--- src/hdl/posc_pkg.sv ---
// Package of register offsets, field layouts, reset values and timing constants for the phase/sync config bank.
package posc_pkg;

  // ----------------------------------------------------------------
  // Register word indices; byte address is four times the index.
  // ----------------------------------------------------------------
  localparam logic [7:0] IDX_PHASE_LOW = 8'h7A;
  localparam logic [7:0] IDX_PHASE_HIGH = 8'h7B;
  localparam logic [7:0] IDX_ALARM_LIMIT = 8'h7C;
  localparam logic [7:0] IDX_SAMPLE_POINT = 8'h7D;
  localparam logic [7:0] IDX_IRQ_STATUS = 8'h7E;
  localparam logic [7:0] IDX_IRQ_MASK = 8'h7F;
  localparam logic [7:0] IDX_DEVICE_CTRL = 8'h80;
  localparam int ADDR_W = 10;

  // ----------------------------------------------------------------
  // Field positions.
  // ----------------------------------------------------------------
  localparam int PH_HI_LSB = 0;
  localparam int PH_EN_BIT = 7;
  localparam int LIM_LSB = 4;
  localparam int FILL_LSB = 0;
  localparam int SMP_LSB = 0;
  localparam int MASTER_BIT = 0;

  // ----------------------------------------------------------------
  // Reset values and fixed patterns.
  // ----------------------------------------------------------------
  localparam logic [7:0] PH_LOW_RST = 8'h00;
  localparam logic [1:0] PH_HIGH_RST = 2'h0;
  localparam logic PH_EN_RST = 1'b0;
  localparam logic [2:0] LIM_RST = 3'h2;
  localparam logic [3:0] LIM_FILL = 4'hB;
  localparam logic [1:0] SMP_RST = 2'h0;
  localparam logic [3:0] IRQ_RST = 4'h0;

  // Interrupt event bits.
  localparam int EV_PHASE = 0;
  localparam int EV_ALARM = 1;
  localparam int EV_SAMPLE = 2;
  localparam int EV_FILL = 3;

  // ----------------------------------------------------------------
  // Timing: phase step in picoseconds per count, and slave answer latency.
  // ----------------------------------------------------------------
  localparam int PHASE_STEP_PS = 610;
  localparam int CLOCK_PERIOD_NS = 40;
  localparam int BUS_WAIT_CYCLES = 1;

  // Sampling point selection.
  typedef enum logic [1:0] {
    POSC_SMP_ON_TARGET = 2'h0,
    POSC_SMP_HALF_EARLY = 2'h1,
    POSC_SMP_ONE_LATE = 2'h2,
    POSC_SMP_HALF_LATE = 2'h3
  } posc_sample_t;

endpackage : posc_pkg

--- src/hdl/posc_cfg_if.sv ---
// Interface that carries the live configuration from the register bank to the decode module.
`timescale 1ns/1ps
interface posc_cfg_if;
  logic [9:0] phaseShiftValue;
  logic phaseShiftEnable;
  logic masterMode;
  logic [2:0] alarmLimitCode;
  logic [1:0] samplePointCode;
  logic signed [10:0] appliedOffset;
  logic [3:0] alarmLimitUi;
  logic signed [2:0] sampleShiftHalfUi;

  modport bank (output phaseShiftValue, phaseShiftEnable, masterMode, alarmLimitCode, samplePointCode,
                input appliedOffset, alarmLimitUi, sampleShiftHalfUi);
  modport decode (input phaseShiftValue, phaseShiftEnable, masterMode, alarmLimitCode, samplePointCode,
                  output appliedOffset, alarmLimitUi, sampleShiftHalfUi);
endinterface : posc_cfg_if

--- src/hdl/posc_cfg_decode.sv ---
// Decoder that turns the raw configuration fields into the values the timing datapath uses.
`timescale 1ns/1ps
module posc_cfg_decode (
  posc_cfg_if.decode cfg
);
  import posc_pkg::*;

  // ----------------------------------------------------------------
  // Combinational decode.
  // ----------------------------------------------------------------

  // The offset is a signed count of 0.61 ns steps; only a master honours the enable.
  always_comb begin
    if (cfg.masterMode && !cfg.phaseShiftEnable) begin
      cfg.appliedOffset = 11'sh000;
    end else begin
      cfg.appliedOffset = {cfg.phaseShiftValue[9], cfg.phaseShiftValue};
    end
  end

  // Alarm limit in unit intervals is the code plus one.
  assign cfg.alarmLimitUi = {1'b0, cfg.alarmLimitCode} + 4'h1;

  // Sample shift in half unit intervals; positive means late.
  always_comb begin
    unique case (posc_sample_t'(cfg.samplePointCode))
      POSC_SMP_ON_TARGET: cfg.sampleShiftHalfUi = 3'sh0;
      POSC_SMP_HALF_EARLY: cfg.sampleShiftHalfUi = -3'sh1;
      POSC_SMP_ONE_LATE: cfg.sampleShiftHalfUi = 3'sh2;
      POSC_SMP_HALF_LATE: cfg.sampleShiftHalfUi = 3'sh1;
    endcase
  end

endmodule : posc_cfg_decode

--- src/hdl/posc_regs.sv ---
// Avalon-MM register bank for phase offset and external sync settings, with interrupt status.
// Behaviour
// Phase shift is ten-bit signed; offset equals value times 0.61 ns.
// Low eight bits in first register; upper two in bits 1..0 of next.
// As master, offset applies only while enable bit 7 is one; resets zero.
// Three-bit alarm limit codes 0..7 mean plus/minus 1..8 UI; default 3.
// Software writes 1011 into the alarm register's low four bits.
// Two-bit sample code: on target, half early, one late, half late.
// Software writes zeros to reserved bits and ignores them on read.
`timescale 1ns/1ps
module posc_regs (
  input wire logic clock,
  input wire logic rst_n,
  input wire logic [posc_pkg::ADDR_W-1:0] address,
  input wire logic read,
  input wire logic write,
  input wire logic [31:0] writedata,
  input wire logic [3:0] byteenable,
  output logic [31:0] readdata,
  output logic waitrequest,
  output logic irq,
  output logic signed [10:0] appliedOffset,
  output logic [3:0] alarmLimitUi,
  output logic signed [2:0] sampleShiftHalfUi
);
  import posc_pkg::*;

  // ----------------------------------------------------------------
  // Storage.
  // ----------------------------------------------------------------
  logic [7:0] phaseLow_q, phaseLow_d;
  logic [1:0] phaseHigh_q, phaseHigh_d;
  logic phaseEn_q, phaseEn_d;
  logic [2:0] alarmLimit_q, alarmLimit_d;
  logic [3:0] alarmFill_q, alarmFill_d;
  logic [1:0] samplePoint_q, samplePoint_d;
  logic masterMode_q, masterMode_d;
  logic [3:0] irqStatus_q, irqStatus_d;
  logic [3:0] irqMask_q, irqMask_d;
  logic [31:0] readdata_q, readdata_d;
  logic waitrequest_q, waitrequest_d;
  logic irq_q, irq_d;
  logic signed [10:0] offset_q;
  logic [3:0] limitUi_q;
  logic signed [2:0] shift_q;
  logic [3:0] events;
  logic accessDone;
  logic [7:0] wordIndex;
  logic addrHit;

  posc_cfg_if cfgBus ();

  // Word index from the byte address; low two bits select a byte lane only.
  function automatic logic [7:0] word_of(input logic [ADDR_W-1:0] a);
    return a[ADDR_W-1:2];
  endfunction : word_of

  // ----------------------------------------------------------------
  // Bus handshake.
  // ----------------------------------------------------------------

  // One wait cycle per access keeps read data registered: the request is taken when waitrequest is low.
  assign accessDone = (read || write) && !waitrequest_q;
  assign wordIndex = word_of(address);
  assign addrHit = (wordIndex >= IDX_PHASE_LOW) && (wordIndex <= IDX_DEVICE_CTRL);

  always_comb begin
    waitrequest_d = 1'b1;
    if ((read || write) && waitrequest_q) begin
      waitrequest_d = 1'b0;
    end
  end

  // ----------------------------------------------------------------
  // Register writes and event detection.
  // ----------------------------------------------------------------

  // Only byte lane zero carries data; writes without it are ignored.
  always_comb begin
    phaseLow_d = phaseLow_q;
    phaseHigh_d = phaseHigh_q;
    phaseEn_d = phaseEn_q;
    alarmLimit_d = alarmLimit_q;
    alarmFill_d = alarmFill_q;
    samplePoint_d = samplePoint_q;
    masterMode_d = masterMode_q;
    irqMask_d = irqMask_q;
    events = 4'h0;
    if (write && accessDone && byteenable[0]) begin
      unique case (wordIndex)
        IDX_PHASE_LOW: begin
          phaseLow_d = writedata[7:0];
          events[EV_PHASE] = 1'b1;
        end
        IDX_PHASE_HIGH: begin
          phaseHigh_d = writedata[PH_HI_LSB +: 2];
          phaseEn_d = writedata[PH_EN_BIT];
          events[EV_PHASE] = 1'b1;
        end
        IDX_ALARM_LIMIT: begin
          alarmLimit_d = writedata[LIM_LSB +: 3];
          alarmFill_d = writedata[FILL_LSB +: 4];
          events[EV_ALARM] = 1'b1;
          // A wrong fill pattern is flagged, since the monitor misbehaves without it.
          events[EV_FILL] = (writedata[FILL_LSB +: 4] != LIM_FILL);
        end
        IDX_SAMPLE_POINT: begin
          samplePoint_d = writedata[SMP_LSB +: 2];
          events[EV_SAMPLE] = 1'b1;
        end
        IDX_IRQ_MASK: begin
          irqMask_d = writedata[3:0];
        end
        IDX_DEVICE_CTRL: begin
          masterMode_d = writedata[MASTER_BIT];
        end
        default: begin
        end
      endcase
    end
  end

  // Status bits are sticky; a new event wins over a write-one clear in the same cycle.
  always_comb begin
    irqStatus_d = irqStatus_q;
    if (write && accessDone && byteenable[0] && wordIndex == IDX_IRQ_STATUS) begin
      irqStatus_d = irqStatus_q & ~writedata[3:0];
    end
    irqStatus_d = irqStatus_d | events;
    irq_d = |(irqStatus_d & irqMask_d);
  end

  // ----------------------------------------------------------------
  // Read data.
  // ----------------------------------------------------------------

  // Reserved bits read zero; unmapped words read zero as well.
  always_comb begin
    readdata_d = readdata_q;
    if (read && waitrequest_q) begin
      readdata_d = 32'h0000_0000;
      unique case (wordIndex)
        IDX_PHASE_LOW: readdata_d[7:0] = phaseLow_q;
        IDX_PHASE_HIGH: readdata_d[7:0] = {phaseEn_q, 5'h00, phaseHigh_q};
        IDX_ALARM_LIMIT: readdata_d[7:0] = {1'b0, alarmLimit_q, alarmFill_q};
        IDX_SAMPLE_POINT: readdata_d[7:0] = {6'h00, samplePoint_q};
        IDX_IRQ_STATUS: readdata_d[3:0] = irqStatus_q;
        IDX_IRQ_MASK: readdata_d[3:0] = irqMask_q;
        IDX_DEVICE_CTRL: readdata_d[0] = masterMode_q;
        default: readdata_d = 32'h0000_0000;
      endcase
    end
  end

  // ----------------------------------------------------------------
  // Registers.
  // ----------------------------------------------------------------

  // Every state bit takes a fixed constant at reset.
  always_ff @(posedge clock or negedge rst_n) begin
    if (!rst_n) begin
      phaseLow_q <= PH_LOW_RST;
      phaseHigh_q <= PH_HIGH_RST;
      phaseEn_q <= PH_EN_RST;
      alarmLimit_q <= LIM_RST;
      alarmFill_q <= LIM_FILL;
      samplePoint_q <= SMP_RST;
      masterMode_q <= 1'b0;
      irqStatus_q <= IRQ_RST;
      irqMask_q <= IRQ_RST;
      readdata_q <= 32'h0000_0000;
      waitrequest_q <= 1'b1;
      irq_q <= 1'b0;
    end else begin
      phaseLow_q <= phaseLow_d;
      phaseHigh_q <= phaseHigh_d;
      phaseEn_q <= phaseEn_d;
      alarmLimit_q <= alarmLimit_d;
      alarmFill_q <= alarmFill_d;
      samplePoint_q <= samplePoint_d;
      masterMode_q <= masterMode_d;
      irqStatus_q <= irqStatus_d;
      irqMask_q <= irqMask_d;
      readdata_q <= readdata_d;
      waitrequest_q <= waitrequest_d;
      irq_q <= irq_d;
    end
  end

  // ----------------------------------------------------------------
  // Decoded configuration.
  // ----------------------------------------------------------------

  assign cfgBus.phaseShiftValue = {phaseHigh_q, phaseLow_q};
  assign cfgBus.phaseShiftEnable = phaseEn_q;
  assign cfgBus.masterMode = masterMode_q;
  assign cfgBus.alarmLimitCode = alarmLimit_q;
  assign cfgBus.samplePointCode = samplePoint_q;

  posc_cfg_decode decodeInst (
    .cfg(cfgBus.decode)
  );

  // Outputs are registered so the datapath sees clean, glitch-free settings.
  always_ff @(posedge clock or negedge rst_n) begin
    if (!rst_n) begin
      offset_q <= 11'sh000;
      limitUi_q <= {1'b0, LIM_RST} + 4'h1;
      shift_q <= 3'sh0;
    end else begin
      offset_q <= cfgBus.appliedOffset;
      limitUi_q <= cfgBus.alarmLimitUi;
      shift_q <= cfgBus.sampleShiftHalfUi;
    end
  end

  assign readdata = readdata_q;
  assign waitrequest = waitrequest_q;
  assign irq = irq_q;
  assign appliedOffset = offset_q;
  assign alarmLimitUi = limitUi_q;
  assign sampleShiftHalfUi = shift_q;

  // ----------------------------------------------------------------
  // Checks.
  // ----------------------------------------------------------------

  chk_offset_sign: assert property (@(posedge clock) disable iff (!rst_n)
    (!masterMode_q || phaseEn_q)
    |=> offset_q == $signed({$past(phaseHigh_q[1]), $past(phaseHigh_q), $past(phaseLow_q)}))
    else $error("applied offset does not follow stored value");

  chk_high_pair: assert property (@(posedge clock) disable iff (!rst_n)
    (write && accessDone && byteenable[0] && wordIndex == IDX_PHASE_HIGH) |=> phaseHigh_q == $past(writedata[1:0]))
    else $error("upper phase bits not stored");

  chk_master_gate: assert property (@(posedge clock) disable iff (!rst_n)
    (masterMode_q && !phaseEn_q) |=> offset_q == 11'sh000)
    else $error("offset applied while disabled in master mode");

  chk_limit_map: assert property (@(posedge clock) disable iff (!rst_n)
    ##1 limitUi_q == {1'b0, $past(alarmLimit_q)} + 4'h1)
    else $error("alarm limit mapping wrong");

  chk_fill_flag: assert property (@(posedge clock) disable iff (!rst_n)
    (write && accessDone && byteenable[0] && wordIndex == IDX_ALARM_LIMIT && writedata[3:0] != LIM_FILL)
    |=> irqStatus_q[EV_FILL])
    else $error("bad fill pattern not flagged");

  chk_sample_late: assert property (@(posedge clock) disable iff (!rst_n)
    (samplePoint_q == 2'h2) |=> shift_q == 3'sh2)
    else $error("one UI late not decoded");

  chk_reserved_zero: assert property (@(posedge clock) disable iff (!rst_n)
    (read && waitrequest_q && wordIndex == IDX_PHASE_HIGH) |=> readdata_q[6:2] == 5'h00)
    else $error("reserved bits read non-zero");

  chk_wait_answer: assert property (@(posedge clock) disable iff (!rst_n)
    $rose(read) |-> ##1 !waitrequest_q)
    else $error("read not answered in one cycle");

  chk_irq_level: assert property (@(posedge clock) disable iff (!rst_n)
    ##1 irq_q == |($past(irqStatus_d) & $past(irqMask_d)))
    else $error("interrupt level wrong");

  // Each field keeps exactly the bits of an accepted write.
  chk_low_store: assert property (@(posedge clock) disable iff (!rst_n)
    (write && accessDone && byteenable[0] && wordIndex == IDX_PHASE_LOW)
    |=> phaseLow_q == $past(writedata[7:0]))
    else $error("lower phase bits not stored");

  chk_enable_store: assert property (@(posedge clock) disable iff (!rst_n)
    (write && accessDone && byteenable[0] && wordIndex == IDX_PHASE_HIGH)
    |=> phaseEn_q == $past(writedata[PH_EN_BIT]))
    else $error("phase enable bit not stored");

  chk_limit_store: assert property (@(posedge clock) disable iff (!rst_n)
    (write && accessDone && byteenable[0] && wordIndex == IDX_ALARM_LIMIT)
    |=> alarmLimit_q == $past(writedata[LIM_LSB +: 3]))
    else $error("alarm limit code not stored");

  chk_sample_store: assert property (@(posedge clock) disable iff (!rst_n)
    (write && accessDone && byteenable[0] && wordIndex == IDX_SAMPLE_POINT)
    |=> samplePoint_q == $past(writedata[SMP_LSB +: 2]))
    else $error("sample point code not stored");

  // A write whose data lane is off must leave every setting alone.
  chk_lane_refused: assert property (@(posedge clock) disable iff (!rst_n)
    (write && accessDone && !byteenable[0])
    |=> $stable(phaseLow_q) && $stable(phaseHigh_q) && $stable(phaseEn_q)
        && $stable(alarmLimit_q) && $stable(samplePoint_q))
    else $error("write with data lane off changed a setting");

  // The other sample codes; a wrong sign would move the sync point the wrong way.
  chk_sample_early: assert property (@(posedge clock) disable iff (!rst_n)
    (samplePoint_q == 2'h1) |=> shift_q == -3'sh1)
    else $error("half UI early not decoded");

  chk_sample_half: assert property (@(posedge clock) disable iff (!rst_n)
    (samplePoint_q == 2'h3) |=> shift_q == 3'sh1)
    else $error("half UI late not decoded");

  chk_sample_target: assert property (@(posedge clock) disable iff (!rst_n)
    (samplePoint_q == 2'h0) |=> shift_q == 3'sh0)
    else $error("on target not decoded");

  // Bus side: unmapped words and the upper data lanes always read zero.
  chk_unmapped_read: assert property (@(posedge clock) disable iff (!rst_n)
    (read && waitrequest_q && !addrHit) |=> readdata_q == 32'h0000_0000)
    else $error("unmapped word read non-zero");

  chk_upper_zero: assert property (@(posedge clock) disable iff (!rst_n)
    (read && waitrequest_q) |=> readdata_q[31:8] == 24'h000000)
    else $error("upper read lanes non-zero");

  chk_wait_pulse: assert property (@(posedge clock) disable iff (!rst_n)
    !waitrequest_q |=> waitrequest_q)
    else $error("waitrequest low for more than one cycle");

  // Status bits only fall through a write-one clear to the status word.
  chk_status_sticky: assert property (@(posedge clock) disable iff (!rst_n)
    !(write && accessDone && byteenable[0] && wordIndex == IDX_IRQ_STATUS)
    |=> (irqStatus_q & $past(irqStatus_q)) == $past(irqStatus_q))
    else $error("status bit lost without a clear");

endmodule : posc_regs

--- config.mk ---
export PLATFORM = sky130hd
export DESIGN_NAME = posc_regs
export DESIGN_NICKNAME = d
export VERILOG_FILES = /design/src/hdl/posc_pkg.sv /design/src/hdl/posc_cfg_if.sv /design/src/hdl/posc_cfg_decode.sv /design/src/hdl/posc_regs.sv
export SDC_FILE = /design/constraint.sdc
export NUM_CORES = 1
export LEC_CHECK = 0
export BUFFER_PORTS_ARGS = -buffer_cell sky130_fd_sc_hd__buf_4
export CAP_MARGIN = 5
export CORE_ASPECT_RATIO = 0.75
export CORE_MARGIN = 2
export CORE_UTILIZATION = 40
export DETAILED_ROUTE_END_ITERATION = 8
export PLACE_DENSITY_LB_ADDON = 0.25
export REMOVE_ABC_BUFFERS = 1
export SYNTH_ARGS = -nofsm -noshare
export SYNTH_HDL_FRONTEND = slang
export SYNTH_SLANG_ARGS = --single-unit
--- constraint.sdc ---
create_clock -name clock -period 2.51 [get_ports clock]
set_input_delay 0.251 -clock clock [delete_from_list [all_inputs] [get_ports clock]]
set_output_delay 0.251 -clock clock [all_outputs]
set_load 0.01 [all_outputs]
==> results by group <==
Global route
  • First-pass GRT wire length: 9.266 mm
  • Largest net degree at the start of global routing: 57
  • Initial antenna violation count: 0
  • Vias in the first global route: about 1800
  • Grt ovf: 0
  • Total track usage: 16.12%

Clock tree
  • CTS H-tree lvls: 2
  • Total CTS buffers: 5
  • Setup repair bufs after CTS: 0
  • Bufs on Longest Clock Path: 2
  • PostCTS Resize Cnt: 0
  • Clock Sinks: 56
  • CTS tree: done
  • Worst-path clk slew: ~0.11 ns
  • Post-cts hold buffer count: 0
  • Clock Latency Late Sink: 0.32 ns
  • CTS Root Cell: clkbuf_8

Place
  • Buffers on Ports: 48
  • Final GP Congestion: 0.8246
  • Final HPWL DP: between 4 and 5 mm
  • Dpl cell area: between 3000 and 4000 sq um
  • Placed insts: 367

Setup path
  • Worst Path Required: 2.72 ns
  • CP startpoint kind: flop
  • Slowest stage delay, CP: 0.66 ns
  • Critical Path Sink Type: flop
  • Worst Setup Path Type: flop to flop
  • Slowest cell on the critical path: or4_1
  • Critical Path, Cell by Cell: nand3b_4 -> or4_1 -> mux2_4 -> a22oi_2 -> or3b_1
  • CP max FO: 6
  • Crit path DAT: ~2.5 ns

Layout
  • Most frequent cells in the layout: buf_4 (55), dfrtp_1 (49), conb_1 (24)
  • Commonest non-fill, non-tap cell in the layout: buf_4
  • Antenna cells: 0
  • Layout Cells excl Fill: 375
  • # nets final: 343
  • Area delta synth->final: 18.00%
  • Layout cells sized above 1: 27.15%
  • Final core occ: between 40% and 50%
  • Final Instance Area: approximately 3200 sq um

Timing
  • Slew @ Worst Pin: roughly 0.7 ns
  • Period utilization: around 90%
  • Fin Hold WS: -0.02167 ns
  • Crit path time final: 2.270 ns
  • Max Transition Viols Final: 0
  • F_max: ~440 MHz
  • Setup violations, final: 0
  • TNS Setup: 0 ns
  • Clock skew: roughly 0.0091 ns
  • RSZ-0062 raised after global routing: false
  • Slew margin rel.: 53.21%
  • Final Hold Vio Count: 34

Drt
  • Vias per Instance: 5.077
  • Detailed-route via count: 1904
  • Drt pass-1 iters: 4
  • Drt total wl: 5.697 mm
  • # DRC: 0
  • Drt initial violations: 97
  • Antenna Nets Post-Route: 0
  • Wirelength per Cell: between 15 and 20 um

Power
  • P_leak: 0.001640 uW
  • Worst VDD drop: 255.1 uV
  • Power Density: 529.7 nW/um^2
  • Final Power: 1707 uW

Die
  • Die Area: about 7500 sq um
  • Io pins: between 100 and 150
  • Die Wd: 99.42 um
  • Core Area: 6701 sq um
  • Initial Utilization: 40.76%
  • Rows: 26
  • DIE HEIGHT: 75.57 um

Run status
  • Failing checks: hold timing
  • Status: complete, but fails checks

Yosys
  • Async set-reset flop share out of synthesis: between 90% and 100%
  • Synth Flop Type: dfrtp_1
  • Largest family of logic cells by synthesized area: simple AND/OR/NAND/NOR gates
  • Cells after Synth: 239
  • Avg Inst Size Synth: 11.43 sq um
  • #FFs+latches synth: 56
  • Compound-gate portion of the synthesized area: about a tenth
  • Post-synthesis adder-cell area fraction: 1.374%
  • Simple-Gate Fraction of Synth Area: 15.57%
  • Seq/Total Area, Yosys: roughly 52%
  • Number of synthesized flops with an enable pin: 0
  • Post-synthesis xor/xnor area fraction: less than 1%
  • Yosys cell types: 51
  • Synthesized area: 2731 sq um
  • Post-synthesis mux area share: a little under an eighth
  • Number of warnings issued by yosys: 0

Worst hold path
  • Hold/Removal Path Class: input pin to asynchronous set/reset pin

Flow run
  • Max-cap violations: 0
==> cell type report <==
cell class | count | area, sq um
Clock inverter | 3 | 46.29
Fill cell | 615 | 3478
Timing Repair Buffer | 55 | 412.9
Sequential cell | 56 | 1410
Clock buffer | 5 | 68.82
Inverter | 7 | 26.28
Multi-Input combinational cell | 165 | 1154
Tap cell | 84 | 105.1
==> logic make-up after synthesis <==
kind of cell,count (synthesis)
muxes,28
and+or+nand+nor,69
adders and majority gates,3
AOI/OAI and AO/OA,40
buffers and inverters,41
DFF,56
xor gates and xnor gates,1
other,1
==> per-stage QoR <==
stage               setup slack [ns]  hold slack [ns]
floorplan                     0.4281         -0.04459
global placement              0.2602           0.3527
detailed placement            0.2600           0.3566
CTS                           0.2561         0.001529
global route                  0.1917          0.02898
finish                        0.2401         -0.02167
==> metal layers <==
metal / wire [um] / track usage (%) / up-vias
li1: - / - / 904
met1: 2952 / 25.03 / 930
met2: 2329 / 22.60 / 62
met3: 364 / 3.853 / 8
met4: 52 / 4.110 / 0
met5: 0 / 0 / -
==> final timing paths <==
check | start | endpoint | slack [ns] | depth (start not counted)
min | rst_n | appliedOffset[7] | -0.02 | 1
max | waitrequest | irq | 0.24 | 5
max reg2reg | waitrequest | irq | 0.24 | 5
max in group asynchronous | rst_n | alarmLimitUi[3] | 2.07 | 1
min in group clock | read | waitrequest | 0.10 | 2
min reg2reg | alarmLimit_q[0] | alarmLimitUi[0] | 0.49 | 1
==> power breakdown <==
group | switching (uW) | total, uW | internal, uW
logic | 97.9 | 156 | 57.9
clock network | 316 | 619 | 303
registers | 11.0 | 932 | 921
==> flip-flops by register name, indices dropped and copies added (netlist names) <==
signal	flops
alarmFill_q	4
alarmLimitUi	4
alarmLimit_q	3
appliedOffset	10
cfgBus.masterMode	1
cfgBus.phaseShiftEnable	1
cfgBus.samplePointCode	2
irq	1
irqMask_q	4
irqStatus_q	4
phaseHigh_q	2
phaseLow_q	8
readdata	8
sampleShiftHalfUi	3
waitrequest	1
==> critical path: cells and delay by family (launching register included) <==
family	cells	cell delay, ns
flip-flops	1	0.41
AND/OR/NAND/NOR	3	1.22
AO/OA/AOI/OAI	1	0.17
multiplexers	1	0.37
==> cell usage after synthesis, types with 2 or more instances <==
library cell / number / share of area, %
and4b_1: 2 / 0.73
a22o_1: 4 / 1.3
a21o_1: 2 / 0.55
mux2_1: 17 / 7.0
nand3_1: 6 / 1.1
mux2i_1: 6 / 2.2
or3b_1: 2 / 0.64
o21ai_1: 4 / 0.73
ha_1: 3 / 1.4
a22oi_1: 5 / 1.4
inv_1: 7 / 0.96
a221o_1: 2 / 0.73
clkbuf_1: 5 / 0.69
nand4b_1: 2 / 0.64
nand2b_1: 5 / 1.1
nand2_1: 15 / 2.1
dfrtp_1: 49 / 45
buf_4: 26 / 7.1
buf_2: 2 / 0.37
mux2_4: 2 / 1.1
nor2_1: 6 / 0.82
dfstp_2: 7 / 6.7
o21ai_0: 8 / 1.5
mux2_2: 3 / 1.2
a21oi_1: 4 / 0.73
and3_1: 2 / 0.46
nor2b_1: 3 / 0.69
a31oi_1: 2 / 0.46
and2_1: 10 / 2.3
nor4_1: 5 / 1.1
nand3b_1: 2 / 0.55
nand4_1: 2 / 0.46
No activity file was read; power rests on OpenSTA's default activity.
